===== config.mk =====
export PLATFORM = sky130hd
export DESIGN_NAME = asc_scan_ctrl
export DESIGN_NICKNAME = d
export VERILOG_FILES = /design/src/asc_pkg.sv /design/src/asc_scan_ctrl.sv
export SDC_FILE = /design/constraint.sdc
export NUM_CORES = 1
export LEC_CHECK = 0
export ABC_AREA = 1
export ABC_CLOCK_PERIOD_IN_PS = 3940
export BUFFER_PORTS_ARGS = -buffer_cell sky130_fd_sc_hd__buf_2
export CAP_MARGIN = 20
export CORE_MARGIN = 4
export CORE_UTILIZATION = 52
export DETAILED_ROUTE_END_ITERATION = 8
export GPL_ROUTABILITY_DRIVEN = 1
export HOLD_SLACK_MARGIN = 0.12
export PLACE_DENSITY_LB_ADDON = 0.08
export SETUP_SLACK_MARGIN = 0.3
export SLEW_MARGIN = 20
export SYNTH_ARGS = -nofsm -noshare
export SYNTH_HDL_FRONTEND = slang
export SYNTH_SLANG_ARGS = --single-unit

===== constraint.sdc =====
create_clock -name sys_clk -period 3.94 [get_ports sys_clk]
set_input_delay 0.394 -clock sys_clk [delete_from_list [all_inputs] [get_ports sys_clk]]
set_output_delay 0.394 -clock sys_clk [all_outputs]
set_load 0.02 [all_outputs]

===== src/asc_pkg.sv =====
// Register map, control word layout and idle values for the converter scan control block.
package asc_pkg;
  localparam logic [7:0] ASC_STAGE_OFS = 8'h00;
  localparam logic [7:0] ASC_GAIN_OFS = 8'h04;
  localparam logic [7:0] ASC_UPDATE_OFS = 8'h08;
  localparam logic [7:0] ASC_LIVE_OFS = 8'h0c;
  localparam logic [7:0] ASC_LIVE_GAIN_OFS = 8'h10;
  localparam logic [7:0] ASC_STATUS_OFS = 8'h14;
  localparam int ASC_UPDATE_BIT = 0;
  localparam int ASC_COMP_BIT = 0;

  typedef enum {ASC_R_STAGE, ASC_R_GAIN, ASC_R_UPDATE, ASC_R_LIVE, ASC_R_LIVE_GAIN,
                ASC_R_STATUS, ASC_R_NONE} asc_reg_t;

  typedef struct packed {
    logic amp_pwr;
    logic adc_pwr;
    logic vcc_ref;
    logic settle;
    logic sc_test;
    logic precharge_n;
    logic pass_gate;
    logic bg_ref;
    logic hold;
    logic gnd_sel;
    logic bypass;
    logic [2:0] neg_sel;
    logic [7:0] mux;
    logic [9:0] dac;
  } asc_ctrl_t;

  typedef struct packed {
    logic x20;
    logic x10;
    logic clk;
  } asc_gain_t;

  localparam asc_ctrl_t ASC_CTRL_IDLE = '{amp_pwr: 1'b0, adc_pwr: 1'b0, vcc_ref: 1'b0,
    settle: 1'b0, sc_test: 1'b0, precharge_n: 1'b1, pass_gate: 1'b1, bg_ref: 1'b0, hold: 1'b1,
    gnd_sel: 1'b0, bypass: 1'b1, neg_sel: 3'h0, mux: 8'h01, dac: 10'h200};
  localparam asc_gain_t ASC_GAIN_IDLE = '{x20: 1'b0, x10: 1'b0, clk: 1'b0};
endpackage


===== src/asc_scan_ctrl.sv =====
// AHB-Lite controlled set of converter control lines with a common update strobe.
//
// Added by the designer: the AHB-Lite slave port and the placing of the registers.
`timescale 1ns/1ns

module asc_scan_ctrl
  import asc_pkg::*;
(
  input wire logic sys_clk, // System clock, 50 MHz.
  input wire logic rst, // Asynchronous reset, active high.
  input wire logic hsel, // AHB slave select.
  input wire logic [31:0] haddr, // AHB address.
  input wire logic [1:0] htrans, // AHB transfer type.
  input wire logic hwrite, // AHB write flag.
  input wire logic [2:0] hsize, // AHB transfer size.
  input wire logic [31:0] hwdata, // AHB write data.
  input wire logic hready, // AHB bus ready.
  output logic [31:0] hrdata, // AHB read data.
  output logic hreadyout, // AHB slave ready.
  output logic hresp, // AHB response, always OKAY.
  input wire logic comparator_out, // Comparator result from the analog side.
  output logic [9:0] conversion_code, // Digital value presented to the DAC.
  output logic [7:0] input_mux_bit, // Input multiplexer selects.
  output logic [2:0] differential_negative_select, // Negative input select.
  output logic gain_bypass_select, // Channels zero to three bypass the gain.
  output logic negative_input_ground_select, // Grounds the comparator negative input.
  output logic sample_hold, // Low samples, high holds.
  output logic bandgap_reference_select, // Bandgap as DAC reference.
  output logic gain_pass_gate_enable, // Gain stage pass gate on.
  output logic comparator_latch_precharge_n, // Comparator latch precharge, active low.
  output logic switch_cap_test_enable, // x10 stage output to channel four pin.
  output logic settle_assist, // Faster gain settling.
  output logic supply_reference_select, // Supply as converter reference.
  output logic converter_power_on, // Converter power.
  output logic gain_stage_power_on, // Gain stage power.
  output logic gain_clock, // Switched-cap gain stage clock.
  output logic gain_x10_enable, // x10 gain enable.
  output logic gain_x20_enable // x20 gain enable.
);

  typedef struct packed {
    logic wr_pend;
    asc_reg_t wr_reg;
    logic [31:0] rdata;
    asc_ctrl_t stage;
    asc_gain_t stage_gain;
    asc_ctrl_t live;
    asc_gain_t live_gain;
    logic upd;
    logic comp_meta;
    logic comp_sync;
  } asc_state_t;

  localparam asc_state_t ASC_STATE_RST = '{wr_pend: 1'b0, wr_reg: ASC_R_NONE, rdata: 32'h0,
    stage: ASC_CTRL_IDLE, stage_gain: ASC_GAIN_IDLE, live: ASC_CTRL_IDLE,
    live_gain: ASC_GAIN_IDLE, upd: 1'b0, comp_meta: 1'b0, comp_sync: 1'b0};

  asc_state_t state_r;
  asc_state_t state_nxt;

  function automatic asc_reg_t asc_decode(input logic [31:0] addr);
    asc_reg_t r;
    r = ASC_R_NONE;
    if (addr[31:8] == 24'h0) begin
      unique case (addr[7:0])
        ASC_STAGE_OFS: r = ASC_R_STAGE;
        ASC_GAIN_OFS: r = ASC_R_GAIN;
        ASC_UPDATE_OFS: r = ASC_R_UPDATE;
        ASC_LIVE_OFS: r = ASC_R_LIVE;
        ASC_LIVE_GAIN_OFS: r = ASC_R_LIVE_GAIN;
        ASC_STATUS_OFS: r = ASC_R_STATUS;
        default: r = ASC_R_NONE;
      endcase
    end
    return r;
  endfunction

  logic addr_ok;
  asc_reg_t addr_reg;
  assign addr_ok = hsel && hready && htrans[1];
  assign addr_reg = asc_decode(haddr);

  always_comb begin
    state_nxt = state_r;
    state_nxt.upd = 1'b0;
    state_nxt.comp_meta = comparator_out;
    state_nxt.comp_sync = state_r.comp_meta;
    // Data phase of a write: staging registers take the word, update copies them.
    if (state_r.wr_pend) begin
      unique case (state_r.wr_reg)
        ASC_R_STAGE: state_nxt.stage = asc_ctrl_t'(hwdata);
        ASC_R_GAIN: state_nxt.stage_gain = asc_gain_t'(hwdata[2:0]);
        ASC_R_UPDATE: state_nxt.upd = hwdata[ASC_UPDATE_BIT];
        default: state_nxt.upd = 1'b0;
      endcase
    end
    // Every line moves on the same edge so no transient mix of old and new settings
    // reaches the analog switches, which could short two reference paths.
    if (state_r.upd) begin
      state_nxt.live = state_r.stage;
      state_nxt.live_gain = state_r.stage_gain;
    end
    state_nxt.wr_pend = addr_ok && hwrite;
    state_nxt.wr_reg = addr_reg;
    if (addr_ok && !hwrite) begin
      unique case (addr_reg)
        ASC_R_STAGE: state_nxt.rdata = state_r.stage;
        ASC_R_GAIN: state_nxt.rdata = {29'h0, state_r.stage_gain};
        ASC_R_LIVE: state_nxt.rdata = state_r.live;
        ASC_R_LIVE_GAIN: state_nxt.rdata = {29'h0, state_r.live_gain};
        ASC_R_STATUS: state_nxt.rdata = {31'h0, state_r.comp_sync} << ASC_COMP_BIT;
        default: state_nxt.rdata = 32'h0;
      endcase
    end
  end

  always_ff @(posedge sys_clk or posedge rst) begin
    if (rst) begin
      state_r <= ASC_STATE_RST;
    end else begin
      state_r <= state_nxt;
    end
  end

  assign hrdata = state_r.rdata;
  assign hreadyout = 1'b1;
  assign hresp = 1'b0;
  assign conversion_code = state_r.live.dac;
  assign input_mux_bit = state_r.live.mux;
  assign differential_negative_select = state_r.live.neg_sel;
  assign gain_bypass_select = state_r.live.bypass;
  assign negative_input_ground_select = state_r.live.gnd_sel;
  assign sample_hold = state_r.live.hold;
  assign bandgap_reference_select = state_r.live.bg_ref;
  assign gain_pass_gate_enable = state_r.live.pass_gate;
  assign comparator_latch_precharge_n = state_r.live.precharge_n;
  assign switch_cap_test_enable = state_r.live.sc_test;
  assign settle_assist = state_r.live.settle;
  assign supply_reference_select = state_r.live.vcc_ref;
  assign converter_power_on = state_r.live.adc_pwr;
  assign gain_stage_power_on = state_r.live.amp_pwr;
  assign gain_clock = state_r.live_gain.clk;
  assign gain_x10_enable = state_r.live_gain.x10;
  assign gain_x20_enable = state_r.live_gain.x20;

  AST_IDLE_CODE: assert property (@(posedge sys_clk) disable iff (rst)
    $past(rst) |-> conversion_code == 10'h200) else $error("code not midpoint after reset");
  AST_IDLE_BYPASS: assert property (@(posedge sys_clk) disable iff (rst)
    $past(rst) |-> gain_bypass_select && gain_pass_gate_enable)
    else $error("bypass or pass gate not idle after reset");
  AST_IDLE_GND: assert property (@(posedge sys_clk) disable iff (rst)
    $past(rst) |-> !negative_input_ground_select && differential_negative_select == 3'h0)
    else $error("negative input not idle after reset");
  AST_IDLE_HOLD: assert property (@(posedge sys_clk) disable iff (rst)
    $past(rst) |-> sample_hold && comparator_latch_precharge_n)
    else $error("hold or precharge not idle after reset");
  AST_IDLE_REF: assert property (@(posedge sys_clk) disable iff (rst)
    $past(rst) |-> !bandgap_reference_select && !supply_reference_select && !gain_clock)
    else $error("reference selects not idle after reset");
  AST_IDLE_PWR: assert property (@(posedge sys_clk) disable iff (rst)
    $past(rst) |-> !converter_power_on && !gain_stage_power_on && !switch_cap_test_enable)
    else $error("power or test not idle after reset");
  AST_IDLE_GAIN: assert property (@(posedge sys_clk) disable iff (rst)
    $past(rst) |-> !gain_x10_enable && !gain_x20_enable && !settle_assist)
    else $error("gain selects not idle after reset");
  AST_IDLE_MUX: assert property (@(posedge sys_clk) disable iff (rst)
    $past(rst) |-> input_mux_bit == ASC_CTRL_IDLE.mux)
    else $error("input mux not idle after reset");
  AST_UPD_APPLY: assert property (@(posedge sys_clk) disable iff (rst)
    state_r.wr_pend && state_r.wr_reg == ASC_R_UPDATE && hwdata[ASC_UPDATE_BIT]
    |=> ##1 (state_r.live == $past(state_r.stage)))
    else $error("update did not apply staged word");
  AST_NO_UPD_STABLE: assert property (@(posedge sys_clk) disable iff (rst)
    !$past(state_r.upd) |-> $stable(state_r.live) && $stable(state_r.live_gain))
    else $error("lines moved without update");
  AST_PRECHARGE_LOW: assert property (@(posedge sys_clk) disable iff (rst)
    state_r.upd && !state_r.stage.precharge_n |=> !comparator_latch_precharge_n)
    else $error("precharge request not applied");
  AST_APPLY_BYPASS: assert property (@(posedge sys_clk) disable iff (rst)
    state_r.upd |=> gain_bypass_select == $past(state_r.stage.bypass))
    else $error("bypass select not applied");
  AST_APPLY_GROUND: assert property (@(posedge sys_clk) disable iff (rst)
    state_r.upd |=> negative_input_ground_select == $past(state_r.stage.gnd_sel))
    else $error("ground select not applied");
  AST_APPLY_HOLD: assert property (@(posedge sys_clk) disable iff (rst)
    state_r.upd |=> sample_hold == $past(state_r.stage.hold))
    else $error("sample hold not applied");
  AST_APPLY_BANDGAP: assert property (@(posedge sys_clk) disable iff (rst)
    state_r.upd |=> bandgap_reference_select == $past(state_r.stage.bg_ref))
    else $error("bandgap select not applied");
  AST_APPLY_NEG: assert property (@(posedge sys_clk) disable iff (rst)
    state_r.upd |=> differential_negative_select == $past(state_r.stage.neg_sel))
    else $error("negative select not applied");
  AST_APPLY_PASS: assert property (@(posedge sys_clk) disable iff (rst)
    state_r.upd |=> gain_pass_gate_enable == $past(state_r.stage.pass_gate))
    else $error("pass gate not applied");
  AST_APPLY_TEST: assert property (@(posedge sys_clk) disable iff (rst)
    state_r.upd |=> switch_cap_test_enable == $past(state_r.stage.sc_test))
    else $error("switch cap test not applied");
  AST_APPLY_SUPPLY: assert property (@(posedge sys_clk) disable iff (rst)
    state_r.upd |=> supply_reference_select == $past(state_r.stage.vcc_ref))
    else $error("supply reference not applied");
  AST_APPLY_POWER: assert property (@(posedge sys_clk) disable iff (rst)
    state_r.upd |=> converter_power_on == $past(state_r.stage.adc_pwr))
    else $error("converter power not applied");
  AST_APPLY_GAIN_PWR: assert property (@(posedge sys_clk) disable iff (rst)
    state_r.upd |=> gain_stage_power_on == $past(state_r.stage.amp_pwr))
    else $error("gain power not applied");
  // Both edges must see reset low, else the pair was cleared and the latency does not apply.
  AST_COMP_SYNC: assert property (@(posedge sys_clk) disable iff (rst)
    (!rst ##1 !rst) |=> (state_r.comp_sync == $past(comparator_out, 2)))
    else $error("comparator sync latency wrong");

  COV_UPDATE: cover property (@(posedge sys_clk) disable iff (rst) state_r.upd);
  COV_SAMPLE: cover property (@(posedge sys_clk) disable iff (rst) !sample_hold);
  COV_STATUS_READ: cover property (@(posedge sys_clk) disable iff (rst)
    addr_ok && !hwrite && addr_reg == ASC_R_STATUS);
  COV_GAIN_CLOCK: cover property (@(posedge sys_clk) disable iff (rst)
    gain_clock && gain_stage_power_on);
  COV_PRECHARGE: cover property (@(posedge sys_clk) disable iff (rst)
    !comparator_latch_precharge_n);
endmodule


Yosys cells after proc, flatten, opt, wreduce, memory -nomap -nowiden
Cells that the tools add are included.

operators by class
  eq/ne operators = 11
  muxes and demuxes = 5
  reduce and logical (&&, ||, !) cells = 11

operators by type and width
  cell                                                  number
  case mux 32 bit (5 select lines)                      1
  equality test 32 x 1 -> 1 bit, second input constant  2
  equality test 32 x 2 -> 1 bit, second input constant  2
  equality test 32 x 3 -> 1 bit, second input constant  2
  zero test 32 bit                                      2
  two-way mux 32 bit                                    1
  zero test 24 bit                                      1
  case mux 3 bit (6 select lines)                       1
  equality test 8 x 4 -> 1 bit, second input constant   2
  equality test 8 x 5 -> 1 bit, second input constant   2
  equality test 8 x 3 -> 1 bit, second input constant   1
  zero test 8 bit                                       1
  logical AND 1 bit                                     4
  AND reduction 2 bit                                   2
  two-way mux 1 bit                                     2
  zero test 1 bit                                       1

word-level totals
  register bits = 138
  output and inout bits = 69

Depth between registers and ports, before layout
Gate-level depths: netlist of the first run.

  depth in word-level cells = 5
  depth in mapped cells = 12

Worst setup path after synthesis of the first run
OpenSTA, ideal clock, no wires.

  kind = in2reg
  from = input port haddr[23]
  to = register state_r, in the netlist hrdata[26]
  data arrival time = 1504 ps
  required time = 3874 ps
  slack = 2370 ps
  cell stages on the path = 11
  path buffers = 2
  path through = nor2_1 > nand2_1 > nor2_4 > nand3_4 > nor2_4 > nand3_2 > buf_4 > buf_6 > o22ai_2 > nand2_1 > nand2_1

between the ends
  cells in the longest elaborated chain, start to end = 4

RTL lines
  element                                                line                  text
  start: declaration                                     asc_scan_ctrl.sv:12   input wire logic [31:0] haddr,
  zero test 24 bit *                                     asc_scan_ctrl.sv:64   if (addr[31:8] == 24'h0) begin
  two-way mux 32 bit *                                   asc_scan_ctrl.sv:64
  equality test 32 x 3 -> 1 bit (tied with other cells)  asc_scan_ctrl.sv:106  unique case (addr_reg)
  case mux 32 bit (5 select lines) *                     asc_scan_ctrl.sv:106
  end signal: assignment                                 asc_scan_ctrl.sv:121  state_r <= state_nxt;
  end: declaration                                       asc_scan_ctrl.sv:58   asc_state_t state_r;

Every way passes the cells marked *; elsewhere a longest branch is shown, timed or not.
A chain may end at the register's enable or synchronous reset.

Worst setup path in the final report of the first run
  from = input port haddr[7]
  to = register state_r, in the netlist hrdata[9]

between the ends
  cells in the longest elaborated chain, start to end = 5

RTL lines
  element                                                line                  text
  equality test 8 x 5 -> 1 bit (tied with other cells)   asc_scan_ctrl.sv:65   unique case (addr[7:0])
  case mux 3 bit (6 select lines) *                      asc_scan_ctrl.sv:65
  two-way mux 32 bit *                                   asc_scan_ctrl.sv:64
  equality test 32 x 3 -> 1 bit (tied with other cells)  asc_scan_ctrl.sv:106
  case mux 32 bit (5 select lines) *                     asc_scan_ctrl.sv:106

Marks and branches as above.

==> impl_metrics.toml, run 1 <==
[die]
ioPinCount = 144
die_x_um = 108
die_y_um = 108
rows = 36
fp.coreArea_mm2 = 0.00973
initial_core_util_pct = 53.4
die_area_mm2 = 0.0117

[worst_setup_path]
startpoint_type = "input port"
end_kind = "register"
reg2reg_to = "state_r[59]"
critical_path.endpoint = "hrdata[9]"
critPathMaxFanout = 30
critPathBufInv = 1
cp_cell_sequence = "buf_2 -> nor2_2 -> nand2_1 -> nor2_1 -> nand2_2 -> nor2_4 -> nand3_2 -> o22ai_1 -> nand2_1 -> nand2_1"
max_stage_delay_ns = 0.70
cp.arrival_ns = 2.53
crit_cells = 10
r2r_slack_ns = 1.93
required_ns = 4.25
rr_startpoint = "state_r[107]"
reg2reg_depth = 7
crit_path_frequent_cell = "nand2_1"
crit_family = "simple AND/OR/NAND/NOR gates"
worstSetupPathType = "input port to register"
crit_path_start = "haddr[7]"
slowest_stage = "nand3_2"

[timing]
whs_ns = 0.153
max_slew_margin_pct = 29.9
fin_setup_tns_ns = 0
finalSetupViolations = 0
slew_violations = 0
period_share_pct = 56.3
setup_ws_ns = 1.72
post-route-min-period_ns = 2.22
tightest_slew_ns = 1.05
finalHoldViolations = 0
finClkSkew_ns = 0.0146
fmax_ghz = 0.451
rsz0062_at_grt = "no"

[placed_design]
place_area_mm2 = 0.00554
io_buffers = 137
dp_slack_ns = 1.32
place.gp.congestion = 0.858
hpwlAfterDp_um = 7510

[clock_tree]
max-clock-path-buffers = 2
cts_tree = "built"
h-tree-depth = 3
root_buffer = "clkbuf_8"
clk_latency_ns = 0.37
post_cts_resized = 0
clock-sinks = 109
path_clk_slew_ns = 0.10
cts_buffers = 9

[cells_and_area]
final_cell_mix = "nand2_1, buf_2, dfrtp_1"
n_fill_cell = 910
diodes = 0
drive_above_1_share_pct = 30.6
layout_commonest_cell = "nand2_1"
syn_to_final_growth_pct = 10.9
postLayoutCellArea_mm2 = 0.00576
fin_nets = 740

[pwr]
leakage_nw = 3.10
vdd_drop_max_v = 0.000155
powerDensity_mw_per_mm2 = 354

[route]
num_vias = 3939
via_per_inst = 4.91
wl_um = 11300
drt_pass1_iterations = 4
final_antenna_net_count = 0
drc = 0
wl_per_cell_um = 14.1
drt_iter0_drc = 189

[logic_synthesis]
async_flop_share_pct = 100
synth.distinct_cells = 29
yosys_warnings = 0
synth_edf_count = 0
synth-seq-cells = 109
syn_inst = 592
syn_area_mm2 = 0.00519
synth-main-ff-cell = "dfrtp_1"
synth_nets = 667
avgSynthCellArea_um2 = 8.78
ys_seq_area_share_pct = 52.8

[global_routing]
gr-total-overflow = 0
antenna_found_initial = 0
grt_util_all_layers_pct = 20.7
grt_max_degree = 66
first_global_vias = 4006
grt_first_pass_wirelength_um = 19000

[flow_run]
cap_viol_max_count = 0

[run_status]
status = "completed"

[hold_path]
hp-class = "input port to async pin"
sequential cells by signal (all words and copies together), names as in the netlist:
register	count
state_nxt	1
gain_x20_enable	1
state_r	41
comparator_latch_precharge_n	1
gain_clock	1
settle_assist	1
gain_pass_gate_enable	1
switch_cap_test_enable	1
bandgap_reference_select	1
sample_hold	1
conversion_code	10
negative_input_ground_select	1
input_mux_bit	8
hrdata	32
differential_negative_select	3
gain_stage_power_on	1
gain_bypass_select	1
converter_power_on	1
gain_x10_enable	1
supply_reference_select	1
layer usage:
metal | up-vias | track usage [%] | part of all wire, % | wire [µm]
met5 | - | 0 | 0 | 0
met1 | 1886 | 27.1 | 44 | 4950
met4 | 0 | 7.03 | 1.6 | 180
met3 | 14 | 3.28 | 4.7 | 530
li1 | 1949 | - | - | -
met2 | 90 | 35.2 | 50 | 5640
power breakdown:
| group | internal, mW | switching [mW] | total, mW |
|---|---|---|---|
| logic | 0.0583 | 0.102 | 0.160 |
| clock network | 0.330 | 0.373 | 0.704 |
| registers | 1.16 | 0.0190 | 1.18 |
synthesized netlist by cell type (3+ instances only):
cell type / number / area (µm²)
buf_2: 3 / 15.0
buf_4: 56 / 420
nand3_1: 3 / 15.0
a21oi_1: 29 / 145
o22ai_2: 10 / 125
buf_6: 4 / 45.0
o21ai_0: 35 / 175
dfrtp_1: 95 / 2380
dfstp_2: 14 / 368
nand2_1: 149 / 559
nor2_1: 48 / 180
mux2_2: 6 / 67.6
inv_1: 71 / 267
nand4_1: 12 / 75.1
o22ai_1: 19 / 119
clkbuf_1: 15 / 56.3
nor2_4: 5 / 56.3
per-stage QoR:
stage	power [mW]	utilization [%]	cells
final	2.04	59.2	803
after global routing	2.14	59.2	803
after CTS	2.06	59.2	803
after detailed placement	1.36	56.9	786
after global placement	1.35	56.9	786
after floorplan	1.30	-	592
how the worst min path moves through the flow:
stage,from,end,depth (start not counted)
global route,hwrite,state_r[137],3
global placement,state_nxt[0],state_r[0],0
detailed placement,state_nxt[0],state_r[0],0
floorplan,state_nxt[0],state_r[0],0
finish,rst,hrdata[8],2
CTS,rst,conversion_code[4],2
kinds of logic after synthesis:
| logic type | Yosys count | synth area share (%) |
|---|---|---|
| buf+inv | 153 | 15.8 |
| flops | 109 | 52.8 |
| compound gates | 97 | 11.6 |
| simple gates | 225 | 18.4 |
| other cells | 2 | 0.145 |
| mux | 6 | 1.30 |
area by class of cell:
| class | count | area (µm²) | area share, % |
|---|---|---|---|
| Clock buffer | 11 | 151 | 2.63 |
| Inverter | 73 | 277 | 4.80 |
| Multi-Input combinational cell | 330 | 1630 | 28.4 |
| Clock inverter | 5 | 57.6 | 0.999 |
| Tap cell | 133 | 166 | 2.89 |
| Sequential cell | 109 | 2750 | 47.7 |
| Timing Repair Buffer | 142 | 726 | 12.6 |
timing repair:
action	in CTS	in global routing
endpoints found under the setup margin	0	0
hold endpoints to repair	1	0
setup buffers	0	0
hold buffers	1	0
Note: power is estimated with default switching activity, not from simulation.
==> run 2: changes to the inputs <==
ABC_AREA = 0   (was 1)
ABC_CLOCK_PERIOD_IN_PS = 2200   (was 3940)
clock period = 2.2 ns   (was 3.94 ns; I/O delays follow)
==> run 2 against run 1 <==
Against the previous run:
- routed wire length is 7.8% lower
- synthesized cell count fell by 33%
- setup slack got worse by 1.1 ns
- via count is 17% lower
- non-clock buffer count is 37 higher
- cell count down 20%
- critical path depth fell by 7
- critical endpoint is now state_r[40]
- count of clock-buffer cells in the layout rose by 1
- worst hold slack better by 0.0025 ns
- clock power is 53% higher
- die area is 3.9% lower
==> impl_metrics.toml, run 2 <==
[hold_path]
hp-class = "input port to register"

[route]
wl_um = 10400
num_vias = 3288
final_antenna_net_count = 0
wl_per_cell_um = 16.2
via_per_inst = 5.12
drt_iter0_drc = 127
drt_pass1_iterations = 6
drc = 0

[logic_synthesis]
synth.distinct_cells = 35
synth_edf_count = 0
synth-seq-cells = 109
syn_inst = 394
synthTopCellsByArea = "dfrtp_1, mux2_2, buf_4, dfstp_2, a22oi_1"
synth-simple-area-share_pct = 7.67
synth_compound_area_share_pct = 8.77
synth_nets = 469
async_flop_share_pct = 100
synth_top_cell_by_area = "dfrtp_1"
avgSynthCellArea_um2 = 12.6
yosysMostFrequentCell = "dfrtp_1"
yosys.area_share.xor_xnor_pct = 0
yosys-top-cells-count = "dfrtp_1, mux2_2, buf_4, nand2_1, a22oi_1"
synth_top_area_share_pct = 47.8
ys_seq_area_share_pct = 55.1
synth_fa_ha_area_share_pct = 0
synth_top_family_by_area = "multiplexers"
synth-main-ff-cell = "dfrtp_1"
synthMuxAreaShare_pct = 16.7
syn_area_mm2 = 0.00498
yosys_warnings = 0

[worst_setup_path]
worstSetupPathType = "register to register"
critPathMaxFanout = 3
max_stage_delay_ns = 0.51
critical_path.endpoint = "state_r[40]"
end_kind = "register"
required_ns = 2.45
reg2reg_depth = 3
cp_cell_sequence = "nand2b_1 -> nor3b_1 -> mux2_2"
crit_path_start = "state_r[107]"
cp.arrival_ns = 1.81
rr_startpoint = "state_r[107]"
slowest_stage = "nor3b_1"
startpoint_type = "register"
r2r_slack_ns = 0.64
reg2reg_to = "state_r[40]"

[timing]
whs_ns = 0.156
finalHoldViolations = 0
rsz0062_at_grt = "no"
finClkSkew_ns = 0.0169
slew_violations = 0
post-route-min-period_ns = 1.56
fin_setup_tns_ns = 0
period_share_pct = 70.8
max_slew_margin_pct = 59.8
finalSetupViolations = 0
tightest_slew_ns = 0.602
fmax_ghz = 0.642

[pwr]
power_frac_clock_pct = 32.8
comb_power_share_pct = 6.4
leakage_nw = 2.90
p_int_mw = 2.53
powerDensity_mw_per_mm2 = 561
power_frac_seq_pct = 60.9
switching_power_uw = 770
vdd_drop_max_v = 0.000255
power_mw = 3.30
swShare_pct = 23.4

[placed_design]
io_buffers = 137
placed_cells = 592
place.gp.congestion = 0.720
hpwlAfterDp_um = 6700

[cells_and_area]
diodes = 0
syn_to_final_growth_pct = 17.9
top_register = "state_r"
postLayoutCoreUtil_pct = 63.2
layout_commonest_cell = "buf_2"
final_cell_count_no_fill = 642
drive_above_1_share_pct = 51.3
final_cell_mix = "buf_2, dfrtp_1, mux2_2"
fin_nets = 583
largest_reg_flops = 41
n_fill_cell = 789

[die]
initial_core_util_pct = 53.6
rows = 35
die_x_um = 106
fp.coreArea_mm2 = 0.00928
ioPinCount = 144
die_y_um = 106
die_area_mm2 = 0.0112

[global_routing]
gr-total-overflow = 0
first_global_vias = 3450
grt_util_all_layers_pct = 19.2
antenna_found_initial = 0
grt_first_pass_wirelength_um = 17100
grt_max_degree = 110

[clock_tree]
cts_buffers = 9
clock-sinks = 109
clk_latency_ns = 0.36
h-tree-depth = 3
post_cts_resized = 0
cts_tree = "built"
root_buffer = "clkbuf_8"
path_clk_slew_ns = 0.10
max-clock-path-buffers = 2

[flow_run]
cap_viol_max_count = 0

[run_status]
status = "completed"
run 2: changes by cell type in the layout (fill, tap and decap cells not counted), sizes merged, moves of 29 or more:
| cell | delta |
|---|---|
| mux2 | +67 |
| dlygate4sd3 | +33 |
| inv | -72 |
| a22oi | +32 |
| a21oi | -29 |
| nand2 | -116 |
| o22ai | -29 |
| nor2 | -52 |
run 2: worst min-delay path by stage:
stage / to / cells after the start / start / slack [ns]
floorplan: state_nxt[0] / 0 / comparator_out / 0.25
global placement: state_nxt[0] / 1 / comparator_out / 0.33
detailed placement: state_nxt[0] / 1 / comparator_out / 0.33
CTS: state_r[137] / 2 / hready / 0.14
global route: state_r[137] / 2 / hready / 0.14
finish: state_r[137] / 2 / hready / 0.16
run 2: worst max-delay path, delay by kind of cell, from the launching register on:
kind	cells	cell delay [ns]
flops	1	0.36
mux	1	0.40
simple gates	2	0.70
run 2: area by class of cell:
class | instances | area (µm²) | share of cell area, %
sequential | 109 | 2750 | 46.8
multi-input combinational | 207 | 1670 | 28.5
timing repair buffer | 179 | 1110 | 18.9
tap | 129 | 161 | 2.75
clock buffer | 12 | 135 | 2.30
clock inverter | 4 | 32.5 | 0.554
inverter | 2 | 11.3 | 0.192
run 2: per-stage QoR:
stage	worst slack [ns]	instance area, µm²
final	0.642	5870
after detailed placement	0.462	5360
after CTS	0.622	5870
after global placement	0.484	5360
after floorplan	0.676	4980
after global routing	0.601	5870
run 2: power groups by stage:
stage / sequential [mW] / combinational, mW / clock [mW]
detailed placement: 2.04 / 0.166 / 0
floorplan: 2.04 / 0.0737 / 0
global route: 2.01 / 0.233 / 1.20
global placement: 2.04 / 0.164 / 0
finish: 2.01 / 0.209 / 1.08
CTS: 2.01 / 0.213 / 1.12
run 2: kinds of logic (layout without fill, tap and decap cells):
group                  Yosys count  in the layout
AO/OA/AOI/OAI                   68             68
buffers and inverters           78            197
AND/OR/NAND/NOR                 63             63
multiplexers                    74             74
flip-flops                     109            109
other                            2              2
run 2: per-layer routing:
metal / part of all wire, % / global-route usage, % / vias up
met5: 0 / 0 / -
met4: 0.79 / 4.26 / 0
met3: 5.7 / 4.90 / 6
met2: 49 / 32.0 / 97
met1: 44 / 25.4 / 1623
li1: - / - / 1562
run 2: what timing repair did:
action	CTS	global route
buffers inserted	0	0
hold buffers	34	0
endpoints found under the hold margin	130	0
==> run 3: changes to the inputs <==
ABC_CLOCK_PERIOD_IN_PS = 1460   (was 2200)
clock period = 1.46 ns   (was 2.2 ns; I/O delays follow)
==> run 3 against run 2 <==
Against the previous run:
- setup slack got worse by 0.59 ns
- first-iteration DRC count rose by 0.79%
- clock skew fell by 0.0080 ns
- non-clock buffer count rose by 25
- sequential power rose by 50%
- register-to-register slack got worse by 0.59 ns
- die area did not move
- sequential cell count did not move
- count of clock-buffer cells in the layout did not move
- final area rose by 10%
- worst hold slack got worse by 0.044 ns
- total power rose by 57%
- largest cell class unchanged
==> impl_metrics.toml, run 3 (synthesis results as in run 2) <==
[run_status]
status = "completed"

[worst_setup_path]
end_kind = "register"
required_ns = 1.71
cp.arrival_ns = 1.66
critPathMaxFanout = 8
worstSetupPathType = "register to register"
rr_startpoint = "state_r[107]"
reg2reg_depth = 5
startpoint_type = "register"
crit_path_start = "state_r[107]"

[timing]
fmax_ghz = 0.709
slew_violations = 0
rsz0062_at_grt = "yes"
finalSetupViolations = 0
period_share_pct = 96.6
finalHoldViolations = 0
post-route-min-period_ns = 1.41
finClkSkew_ns = 0.00889

[pwr]
power_mw = 5.18
switching_power_mw = 1.15
swShare_pct = 22.1
comb_power_share_pct = 6.8
power_frac_clock_pct = 34.8
p_int_mw = 4.03
vdd_drop_max_v = 0.000510
power_frac_seq_pct = 58.3
leakage_nw = 3.17
powerDensity_mw_per_mm2 = 800

[clock_tree]
cts_tree = "built"
root_buffer = "clkbuf_8"
clk_latency_ns = 0.36
path_clk_slew_ns = 0.10
cts_buffers = 9
clock-sinks = 109
max-clock-path-buffers = 2
h-tree-depth = 3

[cells_and_area]
multi_input_area_mm2 = 0.00185
final_cell_mix = "buf_2, dfrtp_1, dlygate4sd3_1"
final_cell_count_no_fill = 667
diodes = 0
regArea_mm2 = 0.00275
drive_above_1_share_pct = 54.1
syn_to_final_growth_pct = 30.0
top_register = "state_r"
layout_commonest_cell = "buf_2"
largest_reg_flops = 41
fin_nets = 608
n_fill_cell = 745

[placed_design]
place.gp.congestion = 0.738
placed_cells = 599
hpwlAfterDp_um = 7290
io_buffers = 137

[global_routing]
first_global_vias = 3781
grt_first_pass_wirelength_um = 19500
antenna_found_initial = 0
grt_max_degree = 65
gr-total-overflow = 0
grt_util_all_layers_pct = 22.0

[hold_path]
hp-start = "haddr[27]"
hp-class = "input port to register"
hold_depth = 4

[die]
die_area_mm2 = 0.0112
fp.coreArea_mm2 = 0.00928
rows = 35
ioPinCount = 144
die_y_um = 106
initial_core_util_pct = 53.6
die_x_um = 106

[route]
num_vias = 3504
final_antenna_net_count = 0
drc = 0
via_per_inst = 5.25
drt_iter0_drc = 128
wl_per_cell_um = 17.4
wl_um = 11600
drt_pass1_iterations = 4

[flow_run]
cap_viol_max_count = 0
-- run 3: cell count changes in the layout (fill, tap and decap cells not counted), sizes merged --
cell,previous run,this run
buf,145,165
dlygate4sd3,34,39
bufinv,0,1
clkinv,1,2
clkinvlp,3,2
inv,2,1
-- run 3: power groups by stage --
stage	logic, mW	registers, mW	clock network, mW
after floorplan	0.113	3.08	0
after global placement	0.268	3.08	0
after detailed placement	0.274	3.08	0
after CTS	0.352	3.02	1.86
after global routing	0.398	3.02	1.96
final	0.355	3.02	1.80
-- run 3: final timing paths --
check                                to  slack (ns)
setup reg to reg            state_r[53]        0.05
min in group asynchronous   state_r[44]        0.41
hold / removal             state_r[107]        0.11
hold reg to reg              state_r[0]        0.36
setup / recovery            state_r[53]        0.05
max in group asynchronous   state_r[50]        0.67
-- run 3: routing by layer --
layer	GRT usage (%)	vias up	wire length, µm
li1	-	1612	-
met1	28.4	1783	4860
met2	38.5	99	6070
met3	4.29	10	527
met4	5.18	0	133
met5	0	-	0
-- run 3: final cells by class --
cell class | instances | share of cell area (%)
clock buffers | 12 | 2.24
clock inverters | 4 | 0.734
inverters | 2 | 0.174
multi-input cells | 207 | 28.6
flip-flops and latches | 109 | 42.4
well taps | 129 | 2.49
repair buffers | 204 | 23.3
-- run 3: stage by stage --
| step | instance area (µm²) | TNS [ns] | setup WS, ns | hold slack (ns) | util, % |
|---|---|---|---|---|---|
| after detailed placement | 5650 | -0.0436 | -0.0436 | 0.262 | 60.9 |
| final | 6470 | 0 | 0.0498 | 0.112 | 69.7 |
| after CTS | 6410 | 0 | 0.0545 | 0.0886 | 69.1 |
| after global routing | 6470 | -0.0197 | -0.0127 | 0.103 | 69.7 |
| after floorplan | 5150 | 0 | 0.00994 | 0.177 | - |
| after global placement | 5650 | 0 | 0.0244 | 0.256 | 60.9 |
-- run 3: critical path, stage by stage, from the launching register on --
cell and delay [ns]:
dfstp_2 0.37, nand2b_4 0.14, nor3_4 0.15, buf_6 0.18
buf_16 0.15, mux2_4 0.30
-- run 3: what timing repair did --
item	in CTS	in global routing
setup endpoints to repair	58	51
pin swaps	3	3
cloned	3	0
hold buffers	38	1
resized for setup	19	5
setup buffers	7	3
hold endpoints to repair	140	1
